`src/logic/rpf_pkg.sv`:
```
// constants, encodings and timing of the packet framer
// assumes a 20 MHz system clock
package rpf_pkg;

  // ----------------------------------------------------------------
  // clock and air timing
  // ----------------------------------------------------------------
  localparam int CLK_NS            = 50;
  localparam int HDR_OCTET_NS      = 32000;
  localparam int HDR_OCTET_CYC     = HDR_OCTET_NS / CLK_NS;
  localparam int SHR_NS            = 160000;
  localparam int SHR_SYMBOLS       = 10;
  localparam int SHR_CYC           = SHR_NS / CLK_NS;
  localparam int PSDU_OCTET_NS_250 = 32000;
  localparam int PSDU_OCTET_NS_500 = 16000;
  localparam int PSDU_OCTET_NS_1K  = 8000;
  localparam int PSDU_OCTET_NS_2K  = 4000;
  localparam int MAX_PSDU_US_250   = 4064;
  localparam int MAX_PSDU_US_2K    = 508;

  localparam int TIM_W = 10;
  localparam logic [TIM_W-1:0] HDR_PERIOD = TIM_W'(HDR_OCTET_CYC);
  localparam logic [TIM_W-1:0] P250       = TIM_W'(PSDU_OCTET_NS_250 / CLK_NS);
  localparam logic [TIM_W-1:0] P500       = TIM_W'(PSDU_OCTET_NS_500 / CLK_NS);
  localparam logic [TIM_W-1:0] P1K        = TIM_W'(PSDU_OCTET_NS_1K / CLK_NS);
  localparam logic [TIM_W-1:0] P2K        = TIM_W'(PSDU_OCTET_NS_2K / CLK_NS);

  // ----------------------------------------------------------------
  // frame layout
  // ----------------------------------------------------------------
  localparam logic [2:0] PRE_OCTETS  = 3'h4;
  localparam logic [2:0] SHR_OCTETS  = 3'h5;
  localparam logic [7:0] PRE_BYTE    = 8'h00;
  localparam logic [7:0] SFD_BYTE    = 8'ha7;
  localparam int         LEN_MSB     = 7;
  localparam logic [6:0] MAX_LEN     = 7'h7f;
  localparam logic [6:0] LEN_ACK     = 7'h05;
  localparam logic [6:0] LEN_MAC_MIN = 7'h09;
  localparam logic [6:0] FCF_LO_IDX  = 7'h00;
  localparam logic [6:0] FCF_HI_IDX  = 7'h01;
  localparam int         BUF_DEPTH   = 128;
  localparam logic [7:0] BUF_FULL    = 8'h80;

  // ----------------------------------------------------------------
  // enumerations
  // ----------------------------------------------------------------
  typedef enum logic [1:0] {
    TX_IDLE = 2'h0,
    TX_SHR  = 2'h1,
    TX_PHR  = 2'h3,
    TX_PSDU = 2'h2
  } rpf_tx_state_e;

  typedef enum logic [1:0] {
    RX_HUNT = 2'h0,
    RX_SYNC = 2'h1,
    RX_LEN  = 2'h3,
    RX_BODY = 2'h2
  } rpf_rx_state_e;

  typedef enum logic [1:0] {
    KIND_RSVD = 2'h0,
    KIND_ACK  = 2'h1,
    KIND_MAC  = 2'h2
  } rpf_kind_e;

  typedef enum logic [1:0] {
    RATE_250 = 2'h0,
    RATE_500 = 2'h1,
    RATE_1K  = 2'h2,
    RATE_2K  = 2'h3
  } rpf_rate_e;

endpackage : rpf_pkg

```
`src/logic/rpf_framer.sv`:
```
// physical-layer packet framer: transmit framing and receive deframing
// assumes octet-level air ports; modulation and fcs arithmetic are outside
// Behaviour
// - transmit four zero preamble octets then delimiter 0xa7
// - header generated here; host buffer holds only length and payload
// - header lasts 160 us, ten symbols, before the length octet
// - transmission may start early; buffer bytes taken as they arrive
// - receive syncs on preamble; matching delimiter starts length octet
// - low seven bits of length octet give payload length
// - top length bit carried unchanged both ways, excluded from length
// - received length octet is first byte of a buffer read
// - nonzero received length raises receive-start interrupt
// - zero-length received frames dropped silently, no interrupt, no content
// - final two payload octets are the frame check sequence
// - length 5 acknowledge, 9 and up mac frame, others reserved
// - header at 250 kb/s, payload at selected rate
// - maximum payload 4.064 ms at 250 down to 0.508 ms at 2000
// - first two payload octets form 16-bit frame control field
`timescale 1ns/10ps
`default_nettype none
module rpf_framer (
  input  wire logic       clk,
  input  wire logic       rst_b,
  input  wire logic       tx_start,
  input  wire logic [1:0] tx_rate,
  input  wire logic       tx_wr_valid,
  input  wire logic [7:0] tx_wr_data,
  output logic            tx_busy,
  output logic [7:0]      tx_octet,
  output logic            tx_octet_valid,
  output logic            tx_done,
  output logic            tx_underrun,
  input  wire logic       rx_active,
  input  wire logic       rx_octet_valid,
  input  wire logic [7:0] rx_octet,
  output logic            rx_start_irq,
  output logic            rx_done,
  output logic            rx_frame_avail,
  output logic [1:0]      rx_kind,
  output logic [15:0]     rx_fcf,
  output logic [15:0]     rx_fcs,
  input  wire logic       rx_rd_req,
  output logic [7:0]      rx_rd_data,
  output logic            rx_rd_valid
);

  // ----------------------------------------------------------------
  // transmit state
  // ----------------------------------------------------------------
  rpf_pkg::rpf_tx_state_e    tx_state_q;
  logic [2:0]                tx_idx_q;
  logic [7:0]                tx_rd_q;
  logic [7:0]                tx_wr_q;
  logic [7:0]                tx_wr_base;
  logic [6:0]                tx_len_q;
  logic [6:0]                tx_cnt_q;
  logic [1:0]                tx_rate_q;
  logic [7:0]                tx_octet_q;
  logic                      tx_octet_valid_q;
  logic                      tx_done_q;
  logic                      tx_underrun_q;
  logic [7:0]                tx_buf [rpf_pkg::BUF_DEPTH];
  logic [rpf_pkg::TIM_W-1:0] rate_period;
  logic [rpf_pkg::TIM_W-1:0] tim_period;
  logic                      tim_tick;
  logic                      tx_go;
  logic                      tx_avail;
  logic                      tx_end;

  assign tx_go          = (tx_state_q == rpf_pkg::TX_IDLE) && tx_start;
  assign tx_avail       = tx_rd_q < tx_wr_q;
  assign tx_end         = tx_done_q || tx_underrun_q;
  assign tx_busy        = tx_state_q != rpf_pkg::TX_IDLE;
  assign tx_octet       = tx_octet_q;
  assign tx_octet_valid = tx_octet_valid_q;
  assign tx_done        = tx_done_q;
  assign tx_underrun    = tx_underrun_q;

  always_comb begin
    case (tx_rate_q)
      rpf_pkg::RATE_500: rate_period = rpf_pkg::P500;
      rpf_pkg::RATE_1K:  rate_period = rpf_pkg::P1K;
      rpf_pkg::RATE_2K:  rate_period = rpf_pkg::P2K;
      default:           rate_period = rpf_pkg::P250;
    endcase
  end

  // header slots at 250 kb/s, payload slots at the chosen rate
  assign tim_period = (tx_state_q == rpf_pkg::TX_PHR || tx_state_q == rpf_pkg::TX_PSDU) ?
                      rate_period : rpf_pkg::HDR_PERIOD;

  rpf_octet_timer u_timer (
    .clk    (clk),
    .rst_b  (rst_b),
    .start  (tx_go),
    .stop   (tx_end),
    .period (tim_period),
    .tick   (tim_tick)
  );

  // ----------------------------------------------------------------
  // host fill of the transmit buffer
  // ----------------------------------------------------------------
  assign tx_wr_base = tx_end ? 8'h00 : tx_wr_q;

  always_ff @(posedge clk or negedge rst_b) begin
    if (!rst_b) begin
      tx_wr_q <= 8'h00;
    end else if (tx_wr_valid && tx_wr_base < rpf_pkg::BUF_FULL) begin
      tx_wr_q <= tx_wr_base + 8'h01;
    end else begin
      tx_wr_q <= tx_wr_base;
    end
  end

  always_ff @(posedge clk) begin
    if (tx_wr_valid && tx_wr_base < rpf_pkg::BUF_FULL) begin
      tx_buf[tx_wr_base[6:0]] <= tx_wr_data;
    end
  end

  // ----------------------------------------------------------------
  // transmit sequencer
  // ----------------------------------------------------------------
  always_ff @(posedge clk or negedge rst_b) begin
    if (!rst_b) begin
      tx_state_q       <= rpf_pkg::TX_IDLE;
      tx_idx_q         <= 3'h0;
      tx_rd_q          <= 8'h00;
      tx_len_q         <= 7'h00;
      tx_cnt_q         <= 7'h00;
      tx_rate_q        <= 2'h0;
      tx_octet_q       <= 8'h00;
      tx_octet_valid_q <= 1'b0;
      tx_done_q        <= 1'b0;
      tx_underrun_q    <= 1'b0;
    end else begin
      tx_octet_valid_q <= 1'b0;
      tx_done_q        <= 1'b0;
      tx_underrun_q    <= 1'b0;
      case (tx_state_q)
        rpf_pkg::TX_IDLE: begin
          if (tx_start) begin
            tx_state_q       <= rpf_pkg::TX_SHR;
            tx_rate_q        <= tx_rate;
            tx_idx_q         <= 3'h1;
            tx_rd_q          <= 8'h00;
            tx_octet_q       <= rpf_pkg::PRE_BYTE;
            tx_octet_valid_q <= 1'b1;
          end
        end
        rpf_pkg::TX_SHR: begin
          if (tim_tick && tx_idx_q < rpf_pkg::SHR_OCTETS) begin
            tx_octet_q       <= (tx_idx_q == rpf_pkg::PRE_OCTETS) ?
                                rpf_pkg::SFD_BYTE : rpf_pkg::PRE_BYTE;
            tx_octet_valid_q <= 1'b1;
            tx_idx_q         <= tx_idx_q + 3'h1;
          end else if (tim_tick && tx_avail) begin
            tx_octet_q       <= tx_buf[tx_rd_q[6:0]];
            tx_len_q         <= tx_buf[tx_rd_q[6:0]][6:0];
            tx_octet_valid_q <= 1'b1;
            tx_rd_q          <= tx_rd_q + 8'h01;
            tx_state_q       <= rpf_pkg::TX_PHR;
          end else if (tim_tick) begin
            tx_underrun_q    <= 1'b1;
            tx_state_q       <= rpf_pkg::TX_IDLE;
          end
        end
        rpf_pkg::TX_PHR, rpf_pkg::TX_PSDU: begin
          if (tim_tick && (tx_state_q == rpf_pkg::TX_PSDU ? tx_cnt_q == tx_len_q :
                           tx_len_q == 7'h00)) begin
            tx_done_q        <= 1'b1;
            tx_state_q       <= rpf_pkg::TX_IDLE;
          end else if (tim_tick && tx_avail) begin
            tx_octet_q       <= tx_buf[tx_rd_q[6:0]];
            tx_octet_valid_q <= 1'b1;
            tx_rd_q          <= tx_rd_q + 8'h01;
            tx_cnt_q         <= (tx_state_q == rpf_pkg::TX_PHR) ? 7'h01 : tx_cnt_q + 7'h01;
            tx_state_q       <= rpf_pkg::TX_PSDU;
          end else if (tim_tick) begin
            tx_underrun_q    <= 1'b1;
            tx_state_q       <= rpf_pkg::TX_IDLE;
          end
        end
        default: tx_state_q <= rpf_pkg::TX_IDLE;
      endcase
    end
  end

  // ----------------------------------------------------------------
  // receive deframer
  // ----------------------------------------------------------------
  rpf_pkg::rpf_rx_state_e rx_state_q;
  logic [2:0]             rx_zero_q;
  logic [6:0]             rx_len_q;
  logic [6:0]             rx_cnt_q;
  logic [7:0]             rx_prev_q;
  logic [7:0]             rx_buf [rpf_pkg::BUF_DEPTH];
  logic                   rx_start_q;
  logic                   rx_done_q;
  logic                   rx_frame_q;
  logic [1:0]             rx_kind_q;
  logic [15:0]            rx_fcf_q;
  logic [15:0]            rx_fcs_q;
  logic [6:0]             rx_ptr_q;
  logic [7:0]             rx_rd_data_q;
  logic                   rx_rd_valid_q;
  logic                   rx_accept;
  logic                   rx_store;

  assign rx_accept      = (rx_state_q == rpf_pkg::RX_LEN) && rx_active && rx_octet_valid &&
                          (rx_octet[6:0] != 7'h00);
  assign rx_store       = (rx_state_q == rpf_pkg::RX_BODY) && rx_active && rx_octet_valid;
  assign rx_start_irq   = rx_start_q;
  assign rx_done        = rx_done_q;
  assign rx_frame_avail = rx_frame_q;
  assign rx_kind        = rx_kind_q;
  assign rx_fcf         = rx_fcf_q;
  assign rx_fcs         = rx_fcs_q;
  assign rx_rd_data     = rx_rd_data_q;
  assign rx_rd_valid    = rx_rd_valid_q;

  always_ff @(posedge clk or negedge rst_b) begin
    if (!rst_b) begin
      rx_state_q <= rpf_pkg::RX_HUNT;
      rx_zero_q  <= 3'h0;
      rx_len_q   <= 7'h00;
      rx_cnt_q   <= 7'h00;
      rx_prev_q  <= 8'h00;
      rx_start_q <= 1'b0;
      rx_done_q  <= 1'b0;
      rx_frame_q <= 1'b0;
      rx_kind_q  <= rpf_pkg::KIND_RSVD;
      rx_fcf_q   <= 16'h0000;
      rx_fcs_q   <= 16'h0000;
    end else begin
      rx_start_q <= 1'b0;
      rx_done_q  <= 1'b0;
      if (!rx_active) begin
        rx_state_q <= rpf_pkg::RX_HUNT;
        rx_zero_q  <= 3'h0;
      end else if (rx_octet_valid) begin
        case (rx_state_q)
          rpf_pkg::RX_HUNT: begin
            if (rx_octet != rpf_pkg::PRE_BYTE) begin
              rx_zero_q  <= 3'h0;
            end else if (rx_zero_q + 3'h1 == rpf_pkg::PRE_OCTETS) begin
              rx_state_q <= rpf_pkg::RX_SYNC;
            end else begin
              rx_zero_q  <= rx_zero_q + 3'h1;
            end
          end
          rpf_pkg::RX_SYNC: begin
            if (rx_octet == rpf_pkg::SFD_BYTE) begin
              rx_state_q <= rpf_pkg::RX_LEN;
              rx_frame_q <= 1'b0;
            end else if (rx_octet != rpf_pkg::PRE_BYTE) begin
              rx_state_q <= rpf_pkg::RX_HUNT;
              rx_zero_q  <= 3'h0;
            end
          end
          rpf_pkg::RX_LEN: begin
            rx_zero_q  <= 3'h0;
            if (rx_accept) begin
              rx_len_q   <= rx_octet[6:0];
              rx_cnt_q   <= 7'h00;
              rx_start_q <= 1'b1;
              rx_frame_q <= 1'b1;
              rx_state_q <= rpf_pkg::RX_BODY;
              if (rx_octet[6:0] == rpf_pkg::LEN_ACK) begin
                rx_kind_q <= rpf_pkg::KIND_ACK;
              end else if (rx_octet[6:0] >= rpf_pkg::LEN_MAC_MIN) begin
                rx_kind_q <= rpf_pkg::KIND_MAC;
              end else begin
                rx_kind_q <= rpf_pkg::KIND_RSVD;
              end
            end else begin
              rx_state_q <= rpf_pkg::RX_HUNT;
            end
          end
          rpf_pkg::RX_BODY: begin
            rx_prev_q <= rx_octet;
            rx_cnt_q  <= rx_cnt_q + 7'h01;
            if (rx_cnt_q == rpf_pkg::FCF_LO_IDX) begin
              rx_fcf_q[7:0]  <= rx_octet;
            end
            if (rx_cnt_q == rpf_pkg::FCF_HI_IDX) begin
              rx_fcf_q[15:8] <= rx_octet;
            end
            if (rx_cnt_q + 7'h01 == rx_len_q) begin
              rx_fcs_q   <= {rx_octet, rx_prev_q};
              rx_done_q  <= 1'b1;
              rx_state_q <= rpf_pkg::RX_HUNT;
            end
          end
          default: rx_state_q <= rpf_pkg::RX_HUNT;
        endcase
      end
    end
  end

  always_ff @(posedge clk) begin
    if (rx_accept) begin
      rx_buf[0] <= rx_octet;
    end else if (rx_store) begin
      rx_buf[7'(rx_cnt_q + 7'h01)] <= rx_octet;
    end
  end

  // ----------------------------------------------------------------
  // host read of the receive buffer
  // ----------------------------------------------------------------
  always_ff @(posedge clk or negedge rst_b) begin
    if (!rst_b) begin
      rx_ptr_q      <= 7'h00;
      rx_rd_data_q  <= 8'h00;
      rx_rd_valid_q <= 1'b0;
    end else begin
      rx_rd_valid_q <= 1'b0;
      if (rx_start_q) begin
        rx_ptr_q      <= 7'h00;
      end else if (rx_rd_req && rx_frame_q) begin
        rx_rd_data_q  <= rx_buf[rx_ptr_q];
        rx_rd_valid_q <= 1'b1;
        rx_ptr_q      <= rx_ptr_q + 7'h01;
      end
    end
  end

  // ----------------------------------------------------------------
  // checks
  // ----------------------------------------------------------------
  logic [11:0] shr_cyc_q;
  logic [11:0] gap_q;
  logic        rx_first_q;

  always_ff @(posedge clk or negedge rst_b) begin
    if (!rst_b) begin
      shr_cyc_q  <= 12'h000;
      gap_q      <= 12'h000;
      rx_first_q <= 1'b0;
    end else begin
      rx_first_q <= rx_start_q ? 1'b1 : (rx_rd_req && rx_frame_q) ? 1'b0 : rx_first_q;
      shr_cyc_q <= (tx_state_q == rpf_pkg::TX_SHR) ? shr_cyc_q + 12'h001 :
                   (tx_state_q == rpf_pkg::TX_IDLE) ? 12'h000 : shr_cyc_q;
      gap_q     <= tx_octet_valid_q ? 12'h001 : gap_q + 12'h001;
    end
  end
endmodule : rpf_framer
`default_nettype wire

```
`src/logic/rpf_octet_timer.sv`:
```
// octet slot timer: pulses tick at the end of each slot of period cycles
// assumes start only while stopped; period is sampled at each reload
`timescale 1ns/10ps
`default_nettype none
module rpf_octet_timer (
  input  wire logic                     clk,
  input  wire logic                     rst_b,
  input  wire logic                     start,
  input  wire logic                     stop,
  input  wire logic [rpf_pkg::TIM_W-1:0] period,
  output logic                          tick
);

  logic [rpf_pkg::TIM_W-1:0] count_q;
  logic                      run_q;

  assign tick = run_q && (count_q == '0);

  // ----------------------------------------------------------------
  // slot counter
  // ----------------------------------------------------------------
  always_ff @(posedge clk or negedge rst_b) begin
    if (!rst_b) begin
      count_q <= '0;
      run_q   <= 1'b0;
    end else if (start) begin
      count_q <= period - 1'b1;
      run_q   <= 1'b1;
    end else if (stop) begin
      run_q   <= 1'b0;
    end else if (run_q) begin
      if (count_q == '0) begin
        count_q <= period - 1'b1;
      end else begin
        count_q <= count_q - 1'b1;
      end
    end
  end

endmodule : rpf_octet_timer
`default_nettype wire

```
`config.mk`:
```
export PLATFORM = sky130hd
export DESIGN_NAME = rpf_framer
export DESIGN_NICKNAME = d
export VERILOG_FILES = /design/src/logic/rpf_pkg.sv /design/src/logic/rpf_framer.sv /design/src/logic/rpf_octet_timer.sv
export SDC_FILE = /design/constraint.sdc
export NUM_CORES = 2
export LEC_CHECK = 0
export ABC_AREA = 1
export ABC_CLOCK_PERIOD_IN_PS = 2900
export BUFFER_PORTS_ARGS = -buffer_cell sky130_fd_sc_hd__buf_2
export CAP_MARGIN = 40
export CORE_MARGIN = 2
export CORE_UTILIZATION = 30
export DETAILED_ROUTE_END_ITERATION = 6
export PLACE_DENSITY = 0.41
export SLEW_MARGIN = 20
export SYNTH_ARGS = -nofsm -noshare
export SYNTH_HDL_FRONTEND = slang
export SYNTH_SLANG_ARGS = --single-unit
```
`constraint.sdc`:
```
create_clock -name clk -period 2.9 [get_ports clk]
set_input_delay 0.58 -clock clk [delete_from_list [all_inputs] [get_ports clk]]
set_output_delay 0.58 -clock clk [all_outputs]
set_load 0.005 [all_outputs]
```
Word-level counts from Yosys, hierarchy flattened --
Memory sizes are Yosys's and may differ from the RTL's. A register that Yosys moved wholly into a read port is not among the register bits. Index checks and enable logic that the tools add are counted.
Storage, ports and cells: logic and storage cells 214, bits in registers 131, memories 2, RAM bits 2048, output and inout bits 58, input port bits 25
Operators by class: eq/ne operators 32, bitwise gates (word level) 3, add/subtract/negate cells 9, multiplexer cells 88, order comparisons 4, reductions and logical operators 49
Memories:
- rx_buf | words 128, width 8, rd ports 1, clocked after Yosys merged registers in 1, write ports 1, RTL line rpf_framer.sv:198 | logic [7:0] rx_buf [rpf_pkg::BUF_DEPTH];
- tx_buf | words 128, width 8, rd ports 1, clocked after Yosys merged registers in 0, write ports 1, RTL line rpf_framer.sv:62 | logic [7:0] tx_buf [rpf_pkg::BUF_DEPTH];
Operators with widths (number):
- $mux 8 | 11
- $mux 10 | 5
- $pmux 8 s3 | 2
- $mux 7 | 5
- $mux 1 | 32
- $mux 2 | 16
- $pmux 10 s3 | 1
- $mux 3 | 8
- $add 7x1->7 const B | 3
- $reduce_and 4->1 | 5
- $sub 10x1->10 const B | 2
- $add 8x1->8 const B | 2
- $reduce_and 3->1 | 5
- $reduce_and 5->1 | 3
- $eq 7x7->1 | 2
- $logic_not 7->1 | 2
- $ne 2x2->1 const B | 7
- $pmux 7 s2 | 1
- $reduce_bool 2->1 | 7
- $eq 2x2->1 const B | 6
- $logic_and 1x1->1 | 12
- $ne 3x3->1 const B | 4
- $logic_not 10->1 | 1
- $reduce_and 2->1 | 5
- 28 further kinds | 38

Longest topological paths before layout --
depth after elaboration 8, mapped depth 19

Hierarchy --
A second synthesis with hierarchy kept.
Second synthesis, totals: cells, all modules 7429, area, all modules 89140.5 µm²
Modules (own cells, without submodules):
- rpf_framer | sequential area each 64702.1 µm², cells an instance 7284, instances 1, area each 88165.8 µm²
- rpf_octet_timer | sequential area each 275.3 µm², cells an instance 145, instances 1, area each 974.7 µm²

Worst setup path after synthesis --
Ideal clock, no wire load.
path kind register -> register, start point register tx_underrun_q, in the netlist tx_underrun, end point memory tx_buf[32][0], enable pin, clock period less this slack 2.536 ns, cell stages (with the launch flop) 10, arrival 2.141 ns, path buffers 1, setup slack 0.364 ns, setup time 0.395 ns, data required time 2.505 ns, cell sequence dfrtp_1 > nor2_1 > inv_2 > nor2_1 > inv_1 > nand2_1 > inv_1 > clkbuf_1 > nand3_1 > nor4_1
On the way: longest elaborated chain between the ends 6
RTL lines:
- from (decl) | RTL line rpf_framer.sv:61 | logic tx_underrun_q;
- from (signal assigned) | RTL line rpf_framer.sv:136 | tx_underrun_q <= 1'b0;
- from (signal assigned) | RTL line rpf_framer.sv:140 | tx_underrun_q <= 1'b0;
- from (signal assigned) | RTL line rpf_framer.sv:165 | tx_underrun_q <= 1'b1;
- $logic_or 1x1->1 (*) | RTL line rpf_framer.sv:72 | assign tx_end = tx_done_q || tx_underrun_q;
- $mux 8 (*) | RTL line rpf_framer.sv:104 | assign tx_wr_base = tx_end ? 8'h00 : tx_wr_q;
- $lt 8x8->1 | RTL line rpf_framer.sv:117 | if (tx_wr_valid && tx_wr_base < rpf_pkg::BUF_FULL) begin
- $logic_and 1x1->1 | RTL line rpf_framer.sv:117
- $mux 1 | RTL line rpf_framer.sv:117
- $mux 1 (not written as such) | RTL line rpf_framer.sv:118 | tx_buf[tx_wr_base[6:0]] <= tx_wr_data;
- to (decl) | RTL line rpf_framer.sv:62
Every way passes the cells marked *; elsewhere a longest branch is shown, timed or not.

==> metrics.yaml <==
peakVddDrop_uv: 635.5
synth_nets: 7427
fin_skew_ns: 0.04690
synth_area_leader_cell: "edfxtp_1"
grt_max_degree: 106
synth_edf_count: 2048
fin_tns_setup_ns: 0
via_per_inst: 4.943
grt.met2_usage: 0.2871
synthToLayoutAreaGrowth_pct: 19.83
antenna_found_initial: 16
hold-worst-slack_ns: 0.04196
synth-seq-cells: 2187
drt_iter0_drc: 5977
start_kind: "flop"
hold_violations: 0
period_share: 0.9735
ant_nets: 0
synthCells: 7381
synthTopCellsByArea: "edfxtp_1 (69%), nand2_1 (6.0%), nor2_1 (4.4%)"
worstPathArrival_ns: 3.60
yosysMostFrequentCell: "edfxtp_1"
combPwrFrac: 0.177
dp_hpwl_um: 181400
grt_use_total: 0.1887
io_buffer_count: 82
maxCapViolations: 0
row_count: 199
die_area_mm2: 0.3003
drive_gt1_frac: 0.1450
ys_types: 54
io_pins: 83
drc: 0
cts_root_buf: "clkbuf_16"
cts-buffers-inserted: 243
final_cells: 12030
num-nets-final: 7939
die_width_um: 548.0
ys_top_cells_by_count: "edfxtp_1 (2,048), nand2_1 (1,408), nor2_1 (1,052), nand3_1 (766), o21ai_0 (658)"
cts_tree: "built"
crit_type: "flop to flop"
worst_pin_slew_ns: 0.8747
fill_cells: 28640
seqCellArea_mm2: 0.06499
initial_core_util: 0.3019
met1_usage: 0.2830
worstPathRequired_ns: 3.68
grt.busiest_layer: "met2"
max_slew_margin: 0.4147
wirelength_um: 290400
synth-seq-area-share: 0.7319
place_inst: 11560
critPathMaxFanout: 41
status: "finished clean"
switchingPower_uw: 23220
seq_power_share: 0.439
setup_viol: 0
end_kind: "flop"
max_freq_mhz: 354.2
rr_endpoint: "rx_rd_data[7]$_DFFE_PN0P_"
rsz0062_at_grt: "no"
post-route-min-period_ns: 2.823
cts_sinks: 2187
first_global_vias: 57960
gp_congestion: 0.8427
globalRouteMet3Util: 0.02909
hp-class: "input pin to asynchronous set/reset pin"
crit-reg2reg-launch: "rx_ptr_q[0]$_DFFE_PN0P_"
async_flop_share: 0.06356
synth_top_area_share: 0.6927
synth_ff_type: "edfxtp_1"
dr.pass1.iters: 5
coreArea_mm2: 0.2941
die_h_um: 548.0
cts.path.max_buffers: 4
syn_area_per_cell_um2: 12.03
grt_pass1_wl_um: 419300
p_per_area_mw_per_mm2: 749.1
leakagePower_uw: 0.03729
rr_worst_depth: 10
grt_overflow: 0
yosysWarnings: 0
via_count: 59450
pwr-share-clk: 0.385
netlist_area_mm2: 0.08878
p_int_uw: 56470
worstSkewPairLatency_ns: 0.92
cts-htree-levels: 4
startpoint: "rx_ptr_q[0]$_DFFE_PN0P_"
r2r_setup_slack_ns: 0.08
drv_slew: 0
swShare: 0.2914
multiInputGateArea_mm2: 0.02139
clk_pin_slew_ns: 0.06
avgRoutedWirePerCell_um: 24.15
==> through the flow <==
step | worst slack (ns) | total power, uW | util | area, um2
after detailed placement | -0.5641 | 49700 | 0.3338 | 98160
after global routing | 0.003738 | 82940 | 0.3618 | 106400
after global placement | -1.066 | 49690 | 0.3334 | 98050
after CTS | 0.007166 | 80500 | 0.3606 | 106000
after floorplan | 0.3644 | 42730 | - | 88780
final | 0.07693 | 79690 | 0.3618 | 106400
==> worst max-delay path, stage by stage, from the launching register on <==
cell and delay [ns]:
dfrtp_4 0.56, buf_12 0.18, buf_12 0.17, o21ai_0 0.18, o22ai_1 0.11, o211ai_1 0.36
nand2_1 0.26, nand3_1 0.13, nand3_1 0.34, nand3_1 0.27, nand2_1 0.08
==> worst max path at each step <==
| stage | end | slack, ns | depth (start not counted) |
|---|---|---|---|
| floorplan | tx_buf[32][0]$_DFFE_PP_ | 0.36 | 9 |
| global placement | rx_zero_q[0]$_DFFE_PN0P_ | -1.07 | 10 |
| detailed placement | rx_buf[64][2]$_DFFE_PP_ | -0.56 | 16 |
| CTS | tx_octet[2]$_DFFE_PN0P_ | 0.007 | 15 |
| global route | rx_buf[59][4]$_DFFE_PP_ | 0.004 | 12 |
| finish | rx_rd_data[7]$_DFFE_PN0P_ | 0.08 | 10 |
==> logic make-up after synthesis <==
kind of cell    after synthesis  synth area share
flops                      2187            0.7319
xor+xnor                     34          0.003439
buf+inv                     596           0.02881
fa+ha+maj                    21          0.002960
mux                           2         0.0002255
simple gates               3333            0.1556
compound gates             1208           0.07707
==> power by group through the flow <==
stage	Clock [uW]	Combinational (uW)	Sequential, uW
3_3_place_gp	0	14100	35600
5_1_grt	32600	15400	35000
3_5_place_dp	0	14100	35600
4_1_cts	31400	14100	35000
2_1_floorplan	0	7250	35500
6_report	30700	14100	35000
==> placed cells by master, fill, tap and decap left out, types with 9 or more instances in the layout <==
cell type / Yosys / routed
nand4_1: 28 / 28
or2_2: 14 / 14
dfrtp_1: 139 / 133
buf_2: 178 / 65
o21ai_1: 19 / 20
o21ai_0: 658 / 656
a21oi_1: 166 / 164
buf_12: 0 / 93
nor2_1: 1052 / 1037
o221ai_1: 41 / 41
ha_1: 21 / 21
buf_6: 3 / 16
bufinv_16: 0 / 20
a22o_1: 11 / 11
buf_4: 14 / 530
inv_2: 17 / 20
o211ai_1: 132 / 132
a31oi_1: 9 / 9
clkinv_1: 2 / 47
clkbuf_1: 202 / 56
nor2_2: 11 / 23
inv_1: 124 / 118
a22oi_1: 15 / 15
nor3_1: 22 / 22
nand3_2: 1 / 12
clkinv_2: 1 / 63
edfxtp_1: 2048 / 2048
nand2_1: 1408 / 1407
xnor2_1: 13 / 13
o22ai_1: 142 / 142
nand3_1: 766 / 754
clkbuf_16: 0 / 248
xor2_1: 20 / 20
==> layout make-up <==
type                       count  area share
timing repair buffer         719     0.06255
tap                         3919     0.04609
inverter                     144    0.005598
clock buffer                 308     0.06062
sequential                  2187      0.6110
multi-input combinational   4598      0.2011
clock inverter               148     0.01297
antenna                        5   0.0001176
==> registers in the layout (all words and copies together), names as in the netlist, 2 cells and up <==
name             count
rx_len_q             7
tx_octet             8
tx_rd_q              8
tx_buf            1024
rx_zero_q            3
rx_state_q           2
tx_cnt_q             7
rx_ptr_q             7
rx_fcf              16
tx_len_q             7
rx_kind              2
rx_rd_data           8
tx_wr_q              8
rx_fcs              16
rx_buf            1024
u_timer.count_q     10
rx_prev_q            8
tx_state_q           2
rx_cnt_q             7
tx_rate_q            2
tx_idx_q             3
==> metal layers <==
| metal | routed length [um] | up-vias | share of wire |
|---|---|---|---|
| met5 | 13 | - | 0.000045 |
| met4 | 5706 | 2 | 0.020 |
| met3 | 17260 | 323 | 0.059 |
| met2 | 129000 | 1695 | 0.44 |
| met1 | 138500 | 29910 | 0.48 |
| li1 | - | 27530 | - |
==> what timing repair did <==
| action | in CTS | in global routing |
|---|---|---|
| setup buffers | 0 | 2 |
| hold buffers | 5 | 0 |
| cloned | 0 | 2 |
| endpoints found under the setup margin | 10 | 195 |
| hold endpoints to repair | 71 | 0 |
| gates resized for setup | 3 | 43 |
(Power assumes the default switching activity.)
